==> src/rtl/scbs_pkg.sv <==
// Purpose: shared constants and types of the serial bitstream source
// Assumes: sys_clk at 50 MHz
// Notes:   all timing counts derive from the times below
package scbs_pkg;

  localparam int SYS_PERIOD_NS  = 20;
  localparam int LINK_PERIOD_NS = 160;
  // half period of the serial clock in sys_clk cycles, at least one
  localparam int DCLK_HALF = (LINK_PERIOD_NS / SYS_PERIOD_NS / 2) < 1 ? 1 :
                             (LINK_PERIOD_NS / SYS_PERIOD_NS / 2);
  // internal pull-down of the open-drain enable line after power-up
  localparam int POR_TIME_NS = 1000;
  localparam int POR_CYCLES  = (POR_TIME_NS + SYS_PERIOD_NS - 1)
                               / SYS_PERIOD_NS;

  localparam int WORD_W     = 8;
  localparam int MEM_WORDS  = 64;
  localparam int FIFO_DEPTH = 16;
  localparam int MODE_W     = 2;
  // mode field: bit 0 set means least significant bit goes out first
  localparam int MODE_LSB_FIRST_BIT = 0;
  localparam logic [MODE_W-1:0] MODE_RESET = 2'h0;

  // synchronised pin inputs travel together
  typedef struct packed {
    logic              oe;
    logic              sel_n;
    logic              reconf;
    logic [MODE_W-1:0] mode;
  } scbs_pins_t;

  localparam scbs_pins_t PINS_RESET = '{oe: 1'b0, sel_n: 1'b1,
                                        reconf: 1'b0, mode: 2'h0};

  typedef enum logic [1:0] {
    ST_CLEAR,
    ST_ARMED,
    ST_DONE
  } scbs_state_t;

endpackage : scbs_pkg

==> src/rtl/scbs_top.sv <==
// Purpose: control and data path of a serial configuration bitstream source
// Assumes: pins arrive asynchronous to sys_clk; memory loaded over prog port
// Notes:   the serial clock is made here by dividing sys_clk
`timescale 1ns/1ps
`default_nettype none

// What this block does
// - enable line low clears counter, floats data
// - select high after reset: counter halted, float
// - select low after release: count and drive
// - later enable low clears again, select ignored
// - mode sampled when enable line rises
// - float data after last bit, cascade low
// - enable line is open-drain both ways
// - enable and select gate buffer, counter, oscillator
// - reconfigure instruction pulls request output low
// - release request when instruction state ends
// - shift bits serially, drive serial clock out
// - float behaviour same at any chain position
module scbs_top #(
  parameter int WORD_W     = scbs_pkg::WORD_W,
  parameter int MEM_WORDS  = scbs_pkg::MEM_WORDS,
  parameter int FIFO_DEPTH = scbs_pkg::FIFO_DEPTH,
  parameter int STREAM_BITS = scbs_pkg::MEM_WORDS * scbs_pkg::WORD_W
) (
  input  wire logic                           sys_clk,
  input  wire logic                           rst,
  // memory load port
  input  wire logic                           prog_we,
  input  wire logic [$clog2(MEM_WORDS)-1:0]   prog_addr,
  input  wire logic [WORD_W-1:0]              prog_data,
  // open-drain enable / counter reset line
  input  wire logic                           oe_in,
  output logic                                oe_out,
  output logic                                oe_oe_n,
  // chip select from the target, active low
  input  wire logic                           sel_n_in,
  // mode straps
  input  wire logic [scbs_pkg::MODE_W-1:0]    mode_in,
  // serial link to the target
  output logic                                dclk_out,
  output logic                                target_serial_in,
  output logic                                target_serial_in_oe_n,
  output logic                                cascade_select_out,
  // reconfigure request from the test access logic
  input  wire logic                           reconf_instr,
  output logic                                init_conf_out,
  output logic                                init_conf_oe_n,
  // status
  output logic [scbs_pkg::MODE_W-1:0]         active_mode
);

  localparam int AW  = $clog2(MEM_WORDS);
  localparam int RAW = $clog2(MEM_WORDS + 1);
  localparam int BW  = $clog2(STREAM_BITS + 1);
  localparam int SW  = $clog2(WORD_W + 1);
  localparam int DW  = $clog2(scbs_pkg::DCLK_HALF + 1);
  localparam int PW  = $clog2(scbs_pkg::POR_CYCLES + 1);
  localparam logic [RAW-1:0] WORDS_END = RAW'(MEM_WORDS);
  localparam logic [BW-1:0]  BITS_END  = BW'(STREAM_BITS);
  localparam logic [SW-1:0]  WORD_BITS = SW'(WORD_W);
  localparam logic [DW-1:0]  HALF_LAST = DW'(scbs_pkg::DCLK_HALF - 1);
  localparam logic [PW-1:0]  POR_END   = PW'(scbs_pkg::POR_CYCLES);

  //////////////////////////////////////////////////////////////////////////
  // input synchronisers

  scbs_pkg::scbs_pins_t pins_raw;
  scbs_pkg::scbs_pins_t pins_meta_r;
  scbs_pkg::scbs_pins_t pins_r;
  logic                 oe_prev_r;
  logic                 oe_rise;

  assign pins_raw = '{oe: oe_in, sel_n: sel_n_in,
                      reconf: reconf_instr, mode: mode_in};

  always_ff @(posedge sys_clk or posedge rst) begin
    if (rst) begin
      pins_meta_r <= scbs_pkg::PINS_RESET;
      pins_r      <= scbs_pkg::PINS_RESET;
    end else begin
      pins_meta_r <= pins_raw;
      pins_r      <= pins_meta_r;
    end
  end

  always_ff @(posedge sys_clk or posedge rst) begin
    if (rst) begin
      oe_prev_r <= 1'b0;
    end else begin
      oe_prev_r <= pins_r.oe;
    end
  end

  assign oe_rise = pins_r.oe && !oe_prev_r;

  //////////////////////////////////////////////////////////////////////////
  // power-up hold of the shared enable line

  logic [PW-1:0] por_cnt_r;
  logic          por_busy;

  assign por_busy = (por_cnt_r != POR_END);

  always_ff @(posedge sys_clk or posedge rst) begin
    if (rst) begin
      por_cnt_r <= '0;
    end else if (por_busy) begin
      por_cnt_r <= por_cnt_r + 1'b1;
    end
  end

  // only ever pull low or let go; pull-up lives outside
  assign oe_out  = 1'b0;
  assign oe_oe_n = !por_busy;

  //////////////////////////////////////////////////////////////////////////
  // control state

  scbs_pkg::scbs_state_t       state_r;
  logic [scbs_pkg::MODE_W-1:0] mode_r;
  logic [BW-1:0]               bit_addr_r;
  logic                        active;

  always_ff @(posedge sys_clk or posedge rst) begin
    if (rst) begin
      state_r <= scbs_pkg::ST_CLEAR;
    end else if (!pins_r.oe) begin
      state_r <= scbs_pkg::ST_CLEAR;
    end else begin
      case (state_r)
        scbs_pkg::ST_CLEAR: begin
          state_r <= scbs_pkg::ST_ARMED;
        end
        scbs_pkg::ST_ARMED: begin
          if (bit_addr_r == BITS_END) begin
            state_r <= scbs_pkg::ST_DONE;
          end
        end
        scbs_pkg::ST_DONE: begin
          state_r <= scbs_pkg::ST_DONE;
        end
        default: begin
          state_r <= scbs_pkg::ST_CLEAR;
        end
      endcase
    end
  end

  // straps are read once per release so a mid-stream change is harmless
  always_ff @(posedge sys_clk or posedge rst) begin
    if (rst) begin
      mode_r <= scbs_pkg::MODE_RESET;
    end else if (oe_rise) begin
      mode_r <= pins_r.mode;
    end
  end

  assign active_mode = mode_r;

  // select high halts in place; counter keeps its position
  // a low line already seen stops new clock edges before the state clears
  assign active = (state_r == scbs_pkg::ST_ARMED) && pins_r.oe
                  && !pins_r.sel_n
                  && (bit_addr_r != BITS_END);

  //////////////////////////////////////////////////////////////////////////
  // bitstream memory and prefetch into the FIFO

  logic [WORD_W-1:0] mem_r [MEM_WORDS];
  logic [RAW-1:0]    rd_addr_r;
  logic              fetch_valid;
  logic              fifo_in_ready;
  logic              fifo_out_valid;
  logic              fifo_out_ready;
  logic [WORD_W-1:0] fifo_out_data;
  logic              flush;

  always_ff @(posedge sys_clk) begin
    if (prog_we) begin
      mem_r[prog_addr] <= prog_data;
    end
  end

  assign flush       = (state_r == scbs_pkg::ST_CLEAR);
  assign fetch_valid = (state_r == scbs_pkg::ST_ARMED)
                       && (rd_addr_r != WORDS_END);

  // prefetch runs ahead while select is high so the first bit is ready
  always_ff @(posedge sys_clk or posedge rst) begin
    if (rst) begin
      rd_addr_r <= '0;
    end else if (flush) begin
      rd_addr_r <= '0;
    end else if (fetch_valid && fifo_in_ready) begin
      rd_addr_r <= rd_addr_r + 1'b1;
    end
  end

  scbs_fifo #(
    .WIDTH (WORD_W),
    .DEPTH (FIFO_DEPTH)
  ) u_fifo (
    .sys_clk   (sys_clk),
    .rst       (rst),
    .flush     (flush),
    .in_valid  (fetch_valid),
    .in_ready  (fifo_in_ready),
    .in_data   (mem_r[rd_addr_r[AW-1:0]]),
    .out_valid (fifo_out_valid),
    .out_ready (fifo_out_ready),
    .out_data  (fifo_out_data)
  );

  //////////////////////////////////////////////////////////////////////////
  // serial clock divider, starts a high phase only while enabled and a bit is ready

  logic [DW-1:0] div_cnt_r;
  logic          dclk_r;
  logic          sh_valid_r;
  logic          osc_run;
  logic          tick;
  logic          bit_open;

  // a started high phase always runs to its falling edge: cutting it
  // short would let the target sample the same bit twice on resume
  assign osc_run  = (active && sh_valid_r) || dclk_r;
  assign bit_open = dclk_r && (state_r == scbs_pkg::ST_ARMED);
  // tick marks the falling edge: data changes while dclk is low
  assign tick    = osc_run && dclk_r && (div_cnt_r == HALF_LAST);

  always_ff @(posedge sys_clk or posedge rst) begin
    if (rst) begin
      div_cnt_r <= '0;
      dclk_r    <= 1'b0;
    end else if (!osc_run) begin
      div_cnt_r <= '0;
      dclk_r    <= 1'b0;
    end else begin
      if (div_cnt_r == HALF_LAST) begin
        div_cnt_r <= '0;
        dclk_r    <= !dclk_r;
      end else begin
        div_cnt_r <= div_cnt_r + 1'b1;
      end
    end
  end

  assign dclk_out = dclk_r;

  //////////////////////////////////////////////////////////////////////////
  // shifter and bit address counter

  logic [WORD_W-1:0] sh_r;
  logic [SW-1:0]     sh_left_r;
  logic              last_in_word;
  logic              lsb_first;

  assign last_in_word   = (sh_left_r == SW'(1));
  assign lsb_first      = mode_r[scbs_pkg::MODE_LSB_FIRST_BIT];
  // an empty FIFO stalls the serial clock rather than sending junk
  assign fifo_out_ready = active && (!sh_valid_r || (tick && last_in_word));

  always_ff @(posedge sys_clk or posedge rst) begin
    if (rst) begin
      sh_r       <= '0;
      sh_left_r  <= '0;
      sh_valid_r <= 1'b0;
    end else if (flush) begin
      sh_r       <= '0;
      sh_left_r  <= '0;
      sh_valid_r <= 1'b0;
    end else if (fifo_out_ready && fifo_out_valid) begin
      sh_r       <= fifo_out_data;
      sh_left_r  <= WORD_BITS;
      sh_valid_r <= 1'b1;
    end else if (tick) begin
      if (last_in_word) begin
        sh_valid_r <= 1'b0;
        sh_left_r  <= '0;
      end else begin
        sh_r      <= lsb_first ? (sh_r >> 1) : (sh_r << 1);
        sh_left_r <= sh_left_r - 1'b1;
      end
    end
  end

  always_ff @(posedge sys_clk or posedge rst) begin
    if (rst) begin
      bit_addr_r <= '0;
    end else if (flush) begin
      bit_addr_r <= '0;
    end else if (tick) begin
      bit_addr_r <= bit_addr_r + 1'b1;
    end
  end

  //////////////////////////////////////////////////////////////////////////
  // pin drivers

  // float rule ignores chain position: done, halted or cleared all float
  // data keeps standing through a high phase that outlives select
  assign target_serial_in_oe_n = !(active || bit_open);
  assign target_serial_in      = lsb_first ? sh_r[0] : sh_r[WORD_W-1];
  assign cascade_select_out    = (state_r != scbs_pkg::ST_DONE);

  // request is only ever pulled low, then released to start the target
  assign init_conf_out  = 1'b0;
  assign init_conf_oe_n = !pins_r.reconf;

endmodule : scbs_top
`default_nettype wire

==> src/rtl/scbs_fifo.sv <==
// Purpose: small synchronous FIFO between bitstream memory and shifter
// Assumes: single clock, flush clears contents in one cycle
// Notes:   full and empty come straight from the occupancy count
`timescale 1ns/1ps
`default_nettype none
module scbs_fifo #(
  parameter int WIDTH = 8,
  parameter int DEPTH = 16
) (
  input  wire logic             sys_clk,
  input  wire logic             rst,
  input  wire logic             flush,
  input  wire logic             in_valid,
  output logic                  in_ready,
  input  wire logic [WIDTH-1:0] in_data,
  output logic                  out_valid,
  input  wire logic             out_ready,
  output logic      [WIDTH-1:0] out_data
);

  localparam int AW = (DEPTH > 1) ? $clog2(DEPTH) : 1;
  localparam int CW = $clog2(DEPTH + 1);
  localparam logic [CW-1:0] FULL_COUNT = CW'(DEPTH);
  localparam logic [AW-1:0] LAST_IDX   = AW'(DEPTH - 1);

  logic [WIDTH-1:0] store_r [DEPTH];
  logic [AW-1:0]    wr_ptr_r;
  logic [AW-1:0]    rd_ptr_r;
  logic [CW-1:0]    count_r;
  logic             push;
  logic             pop;

  assign in_ready  = (count_r != FULL_COUNT);
  assign out_valid = (count_r != '0);
  assign out_data  = store_r[rd_ptr_r];
  assign push      = in_valid && in_ready && !flush;
  assign pop       = out_valid && out_ready && !flush;

  always_ff @(posedge sys_clk) begin
    if (push) begin
      store_r[wr_ptr_r] <= in_data;
    end
  end

  always_ff @(posedge sys_clk or posedge rst) begin
    if (rst) begin
      wr_ptr_r <= '0;
      rd_ptr_r <= '0;
      count_r  <= '0;
    end else if (flush) begin
      wr_ptr_r <= '0;
      rd_ptr_r <= '0;
      count_r  <= '0;
    end else begin
      if (push) begin
        wr_ptr_r <= (wr_ptr_r == LAST_IDX) ? '0 : wr_ptr_r + 1'b1;
      end
      if (pop) begin
        rd_ptr_r <= (rd_ptr_r == LAST_IDX) ? '0 : rd_ptr_r + 1'b1;
      end
      if (push && !pop) begin
        count_r <= count_r + 1'b1;
      end else if (pop && !push) begin
        count_r <= count_r - 1'b1;
      end
    end
  end

endmodule : scbs_fifo
`default_nettype wire

==> config.mk <==
export PLATFORM = sky130hd
export DESIGN_NAME = scbs_top
export DESIGN_NICKNAME = d
export VERILOG_FILES = /design/src/rtl/scbs_pkg.sv /design/src/rtl/scbs_top.sv /design/src/rtl/scbs_fifo.sv
export SDC_FILE = /design/constraint.sdc
export NUM_CORES = 1
export LEC_CHECK = 0
export ABC_CLOCK_PERIOD_IN_PS = 6900
export BUFFER_PORTS_ARGS = -buffer_cell sky130_fd_sc_hd__buf_4
export CORE_ASPECT_RATIO = 0.75
export CORE_UTILIZATION = 29
export DETAILED_ROUTE_END_ITERATION = 16
export SYNTH_ARGS = -nofsm -noshare
export SYNTH_HDL_FRONTEND = slang
export SYNTH_HIERARCHICAL = 1
export SYNTH_SLANG_ARGS = --single-unit
==> constraint.sdc <==
create_clock -name sys_clk -period 6.9 [get_ports sys_clk]
set_input_delay 1.035 -clock sys_clk [delete_from_list [all_inputs] [get_ports sys_clk]]
set_output_delay 1.035 -clock sys_clk [all_outputs]
set_load 0.01 [all_outputs]
# Yosys cells after proc, flatten, opt, wreduce, memory -nomap -nowiden
# Memory sizes are Yosys's and may differ from the RTL's.
# Cells that the tools add are included.
[op_classes] n_addsub=9 n_eq_ne=15 muxes=38 n_reduce_logical=41
[ops] operator="two-way mux 4 bit" n=10
[ops] operator="two-way mux 8 bit" n=5
[ops] operator="two-way mux 10 bit" n=2
[ops] operator="logical AND 1 bit" n=17
[ops] operator="two-way mux 5 bit" n=3
[ops] operator="two-way mux 7 bit" n=2
[ops] operator="two-way mux 1 bit" n=11
[ops] operator="adder 10 x 1 -> 10 bit (second input constant)" n=1
[ops] operator="equality test 10 bit (second input constant)" n=1
[ops] operator="logical NOT 1 bit" n=10
[ops] operator="!= test 10 bit (second input constant)" n=1
[ops] operator="nonzero test 3 bit" n=3
[ops] operator="adder 4 x 1 -> 4 bit (second input constant)" n=2
[ops] operator="equality test 4 bit (second input constant)" n=2
[ops] operator="nonzero test 2 bit" n=4
[ops] operator="adder 7 x 1 -> 7 bit (second input constant)" n=1
[ops] operator="!= test 7 bit (second input constant)" n=1
[ops] operator="adder 6 x 1 -> 6 bit (second input constant)" n=1
[ops] operator="two-way mux 3 bit" n=2
[ops] operator="!= test 6 bit (second input constant)" n=1
[ops] operator="case mux 2 bit (3 select lines)" n=1
[ops] operator="adder 5 x 1 -> 5 bit (second input constant)" n=1
[ops] operator="!= test 5 bit (second input constant)" n=1
[ops] operator="nonzero test 5 bit" n=1
[ops] operator="15 further kinds" n=19
[totals] regBits=68 mem_bits_rw=640 input_bits=22 memories=2
[memory_table] name="mem_r" words=64 width=8 read_ports=1 rd_ports_with_merged_regs=0 wr=1 line_no="scbs_top.sv:170" rtl="logic [WORD_W-1:0] mem_r [MEM_WORDS];"
[memory_table] name="u_fifo.store_r" words=16 width=8 read_ports=1 rd_ports_with_merged_regs=0 wr=1 line_no="scbs_fifo.sv:26" rtl="logic [WIDTH-1:0] store_r [DEPTH];"

# Logic depth before layout (Yosys ltp)
[logic_depth] depth_word=17 depth_mapped=16 ltp_nobuf=12

# Hierarchy
# The synthesis kept the hierarchy.
[by_module_without_submodules] module="scbs_top" n_inst=1 cells_each=1176 area_per_inst_um2=22486.6 seq_area_each_um2=16753.6
[by_module_without_submodules] module="scbs_fifo" n_inst=1 cells_each=300 area_per_inst_um2=5936.9 seq_area_each_um2=4169.0

# Worst setup path before layout
# Ideal clock, no wire load.
[synth_path] kind="flip-flop to flip-flop" from="register rd_addr_r[1]" to="register u_fifo.count_r[4]" arrival_ps=3660 slack_ps=3158 path_stages_with_launch=16 path_buffers=4 period_less_slack_ps=3742 path_cell_list="dfrtp_1 buf_2 buf_2 clkinv_1 buf_1 ha_1 a41oi_1 buf_2 inv_1 a211oi_1 nand2_1 fa_1 a21o_1 a2111oi_0 o21ai_0 a31oi_1"
[synth_between] elab_chain_cells=7 elab_cells_between_ends=10
[synth_rtl] item="from (decl)" line_no="scbs_top.sv:171" rtl="logic [RAW-1:0] rd_addr_r;"
[synth_rtl] item="from (signal assigned)" line_no="scbs_top.sv:196" rtl="rd_addr_r <= rd_addr_r + 1'b1;"
[synth_rtl] item="!= test 7 bit (*)" line_no="scbs_top.sv:187" rtl="&& (rd_addr_r != WORDS_END);"
[synth_rtl] item="logical AND 1 bit (*)" line_no="scbs_top.sv:187"
[synth_rtl] item="named net fetch_valid" line_no="scbs_top.sv:172" rtl="logic fetch_valid;"
[synth_rtl] item="logical AND 1 bit (*) (2 in series)" line_no="scbs_fifo.sv:36" rtl="assign push = in_valid && in_ready && !flush;"
[synth_rtl] item="logical AND 1 bit or logical NOT 1 bit (tied branches)" line_no="scbs_fifo.sv:61, scbs_fifo.sv:63"
[synth_rtl] item="two-way mux 5 bit or logical AND 1 bit (tied branches)" line_no="scbs_fifo.sv:61, scbs_fifo.sv:63"
[synth_rtl] item="two-way mux 5 bit or nonzero test 3 bit (tied branches)"
[synth_rtl] item="to (signal assigned)" line_no="scbs_fifo.sv:62" rtl="count_r <= count_r + 1'b1;"
[synth_rtl] item="to (signal assigned)" line_no="scbs_fifo.sv:64" rtl="count_r <= count_r - 1'b1;"
[synth_rtl] item="to (decl)" line_no="scbs_fifo.sv:29" rtl="logic [CW-1:0] count_r;"
# Mark *: on every way through the listed nets, which the timed path passes. The rest lies on a longest branch.
# A chain may end at the register's enable or synchronous reset.

# Final worst setup path
[layout_path] from="register rd_addr_r[0]" to="register u_fifo.count_r[4]"
# The elaborated chain is that of the path after synthesis.

==> flow_results.org <==
** Timing
- Final TNS setup :: 0 ns
- Final setup viols :: 0
- Slew @ Worst Pin :: about 1.4 ns
- Headroom to the max-slew limit :: 0.08029
- Final number of hold-violating endpoints :: 0
- Setup repair after global routing missed its margin :: false
- Worst clock skew on the final layout :: 0.04479 ns
- Max frequency :: around 220 MHz
- The worst path meets setup with 2.390 ns of slack.
- After layout, the minimum clock period comes to around 4.5 ns.
- Final count of pins violating max slew :: 0
- Dividing the final minimum period by the clock period gives 0.6536.

** Yosys
- The share of synthesized area in the top cell type comes to 0.6761.
- Area leader, netlist :: edfxtp_1
- Count of yosys warnings during synthesis :: 6
- Averaged over all synthesized cells, the footprint is between 15 and 20 sq um.
- The number of different library cells used by synthesis comes to between 60 and 70.
- The cell count after synthesis came out at about 1,500.
- Most used flip-flop cell after synthesis :: edfxtp_1
- Sorting the synthesized cells by area gives the leading types as edfxtp_1 (68%), mux4_2 (11%), dfrtp_1 (5.8%).
- Number of enable flip-flop cells after synthesis :: between 600 and 700
- Synthesis inferred ~700 register bits.
- In the synthesized netlist the async set-or-reset flop fraction comes to 0.09605.
- Of the synthesized area, sequential elements account for 0.7361.
- The cell area that synthesis handed to floorplanning was between 20,000 and 30,000 sq um.

** Clock tree
- CTS tree :: done
- In this run, CTS created clock tree buffers numbering between 60 and 70.
- Post-CTS sizing :: 0
- Counting along the longest clock path gives a buffer depth of 3.
- Worst-path clk slew :: 0.06 ns
- After clock tree synthesis, the setup repair step added 0 buffers.
- The root buffer cell chosen for the clock tree is clkbuf_16.
- The clock drives 708 sinks.
- Latest clock arrival within the worst-skew pair :: between 0.6 and 0.7 ns
- In this run, post-CTS hold repair placed 0 buffers.
- Number of levels in the clock H-tree :: 2

** Critical path
- Critical path, cell by cell :: inv_1, ha_1, a41oi_1, inv_1, a211oi_1, nand2_1, fa_1, a21o_1, a2111oi_0, o21ai_0, a31oi_1
- At the worst endpoint, the required time is 7.44 ns.
- Cell occurring most often along the worst timing path :: inv_1
- STA classifies the critical path endpoint as a flip-flop.
- Along the worst path, the maximum fanout reaches between 40 and 50.
- For this run, the slowest stage of the critical path takes 1.00 ns.
- By startpoint and endpoint, the worst setup path is classified as flip-flop to flip-flop.
- Buffer and inverter count on the worst path :: 2
- The startpoint identified for the worst register-to-register timing path is rd_addr_r[0]$_DFFE_PP0P_.
- For this design, the slowest cell found on the critical path is dfrtp_4.
- STA classifies the critical path startpoint as a flip-flop.
- Data on the critical path arrives at its endpoint at 5.05 ns.
- Cell family with most CP delay :: compound AO/OA/AOI/OAI gates
- The critical path starts at rd_addr_r[0]$_DFFE_PP0P_.

** Placement
- Buffers added on ports :: 29
- Post-DP HPWL :: approximately 37,000 um
- Last weighted congestion value of the routability-driven placer :: 0.8006
- Pre-CTS WS :: 2.357 ns

** Floorplan
- The initial utilization of the core area, before any placement, comes to 0.2923.
- I/O pin total :: 32
- The region available for standard cell placement spans between 90,000 and 100,000 sq um.
- Die X-Extent :: around 360 um
- Standard-cell rows :: around 100
- Overall die area :: around 100,000 sq um
- The die is about 270 um tall.

** GRT
- The via count of the first global-routing pass was roughly 14,000.
- Across every metal layer, demand over resource in global routing totals 0.1243.
- In the global route stage, met1 resource usage came out at 0.1854.
- Summed over all layers, the global routing overflow is 0.
- In the global route stage, met3 resource usage came out at 0.02884.
- In this run the most used layer during global routing was met1.
- Largest net degree at the start of global routing :: 65
- GR Layer Usage met2 :: 0.1841
- The first global-routing pass estimated just over 90,000 um of wire.
- Number of antenna violations at the first check in global routing :: 0

** Final layout
- Fraction of layout cells with a size suffix above 1 :: 0.1894
- Filler cell count in the final layout :: between 9,000 and 10,000
- 0 antenna diodes ended up in the layout.
- Commonest cells after routing, fill and taps aside :: edfxtp_1 (640), mux4_2 (138), nor2_1 (116), dfrtp_1 (62), clkbuf_16 (62)
- At the end of the flow, the number of nets in the layout was roughly 1,500.
- P&R area growth vs syn :: 12.44%
- Commonest non-fill, non-tap cell in the layout :: edfxtp_1

** Power and ir drop
- In this run the static leakage power is about 10 nW.
- Ratio of total power to cell area :: between 300 and 400 nW/um^2
- Across the VDD grid, the largest voltage drop is 0.2225 mV.
- Post-layout total power :: 0.009782 W

** Route
- Count of antenna-violating nets left after detailed routing :: 0
- DRC violations left :: 0
- After detailed routing, the number of vias per cell comes to roughly 5.
- After detailed routing, the total wire length is around 62,000 um.
- Detailed routing inserted a total of about 14,000 vias.
- Number of iterations in the first detailed-routing pass :: 7
- Count of routing violations after the opening detailed-route iteration :: between 1,000 and 1,500
- Routed wire per std cell :: about 22 um

** Job
- Max-capacitance violation count :: 0

** Min path
- Path category of the worst min-delay check :: flip-flop to flip-flop
- The worst hold path begins at pins_meta_r[4]$_DFF_PP0_.

** Run status
- Result of the run :: completed
==> where the power goes <==
part / switching (W) / leakage, nW / internal (W) / total, W
combinational: 0.000761 / 2.26 / 0.000639 / 0.00140
sequential: 0.000141 / 6.65 / 0.00481 / 0.00495
clock: 0.00156 / 0.944 / 0.00187 / 0.00343
==> state kept, by name (all words and copies together), names as in the netlist, 2 cells and up <==
register         cells
mem_r              512
state_r              2
u_fifo/wr_ptr_r      4
u_fifo/count_r       5
bit_addr_r          10
div_cnt_r            3
u_fifo/rd_ptr_r      4
active_mode          2
sh_r                 8
pins_r               5
u_fifo/store_r     128
rd_addr_r            7
sh_left_r            4
pins_meta_r          5
por_cnt_r            6
==> layer usage <==
metal	vias to the layer above	wire (um)
met4	0	1018
li1	6010	-
met2	458	27460
met3	89	4715
met1	7483	28870
met5	-	0
==> worst register-to-register path: cells and delay by family, from the launching register on <==
kind / cells / cell delay, ns
AOI/OAI and AO/OA: 6 / 2.11
buffers and inverters: 2 / 0.28
adders and majority gates: 2 / 0.74
DFF: 1 / 1.00
and+or+nand+nor: 1 / 0.30
==> cell usage after synthesis (all sizes together), types with 4 or more instances <==
| library cell | number |
|---|---|
| nor3 | 10 |
| a31oi | 6 |
| a21oi | 26 |
| mux4 | 156 |
| and2 | 7 |
| clkbuf | 28 |
| o22ai | 15 |
| inv | 22 |
| nand2b | 4 |
| buf | 51 |
| a211o | 4 |
| o221ai | 5 |
| nand3 | 16 |
| nand3b | 8 |
| xnor2 | 10 |
| nor2 | 116 |
| xor2 | 13 |
| and3 | 4 |
| a22oi | 12 |
| or3b | 5 |
| nand2 | 46 |
| o2bb2ai | 8 |
| a21o | 4 |
| ha | 22 |
| dfrtp | 66 |
| edfxtp | 640 |
| nor2b | 16 |
| mux2 | 16 |
| a211oi | 16 |
| o21a | 5 |
| nand4 | 7 |
| a221o | 4 |
| o21ai | 15 |
| mux2i | 56 |
==> per-stage QoR <==
stage	instance area, sq um	instances	hold slack, ns	utilization
3_3_place_gp	29980	2753	0.3414	0.3083
5_1_grt	31960	2865	0.3608	0.3287
4_1_cts	31940	2864	0.3497	0.3285
2_1_floorplan	28430	1477	0.3312	-
6_report	31960	2865	0.3472	0.3287
3_5_place_dp	29980	2753	0.3347	0.3083
==> worst paths after layout <==
kind	cells after the start	slack (ns)	to
max	11	2.39	u_fifo/count_r[4]$_DFFE_PP0P_
min	0	0.35	pins_r[4]$_DFF_PP0_
max reg2reg	11	2.39	u_fifo/count_r[4]$_DFFE_PP0P_
min reg2reg	0	0.35	pins_r[4]$_DFF_PP0_
max in group asynchronous	3	5.59	rd_addr_r[1]$_DFFE_PP0P_
min in group asynchronous	2	0.40	pins_r[1]$_DFF_PP0_
==> cells by family after synthesis <==
family                     synth area share
AOI/OAI and AO/OA                   0.03535
xor gates and xnor gates           0.007087
adders and majority gates           0.01039
buffers and inverters               0.01792
DFF                                  0.7361
muxes                                0.1520
other                             0.0001319
and+or+nand+nor                     0.04098
==> area by class of cell <==
class	count	area, sq um	area share
Timing Repair Buffer	43	326.6	0.01022
Sequential cell	708	20930	0.6550
Clock inverter	36	360.3	0.01128
Inverter	23	86.33	0.002701
Clock buffer	75	1600	0.05007
Multi-Input combinational cell	667	7010	0.2194
Tap cell	1313	1643	0.05140
(Power assumes the default switching activity.)
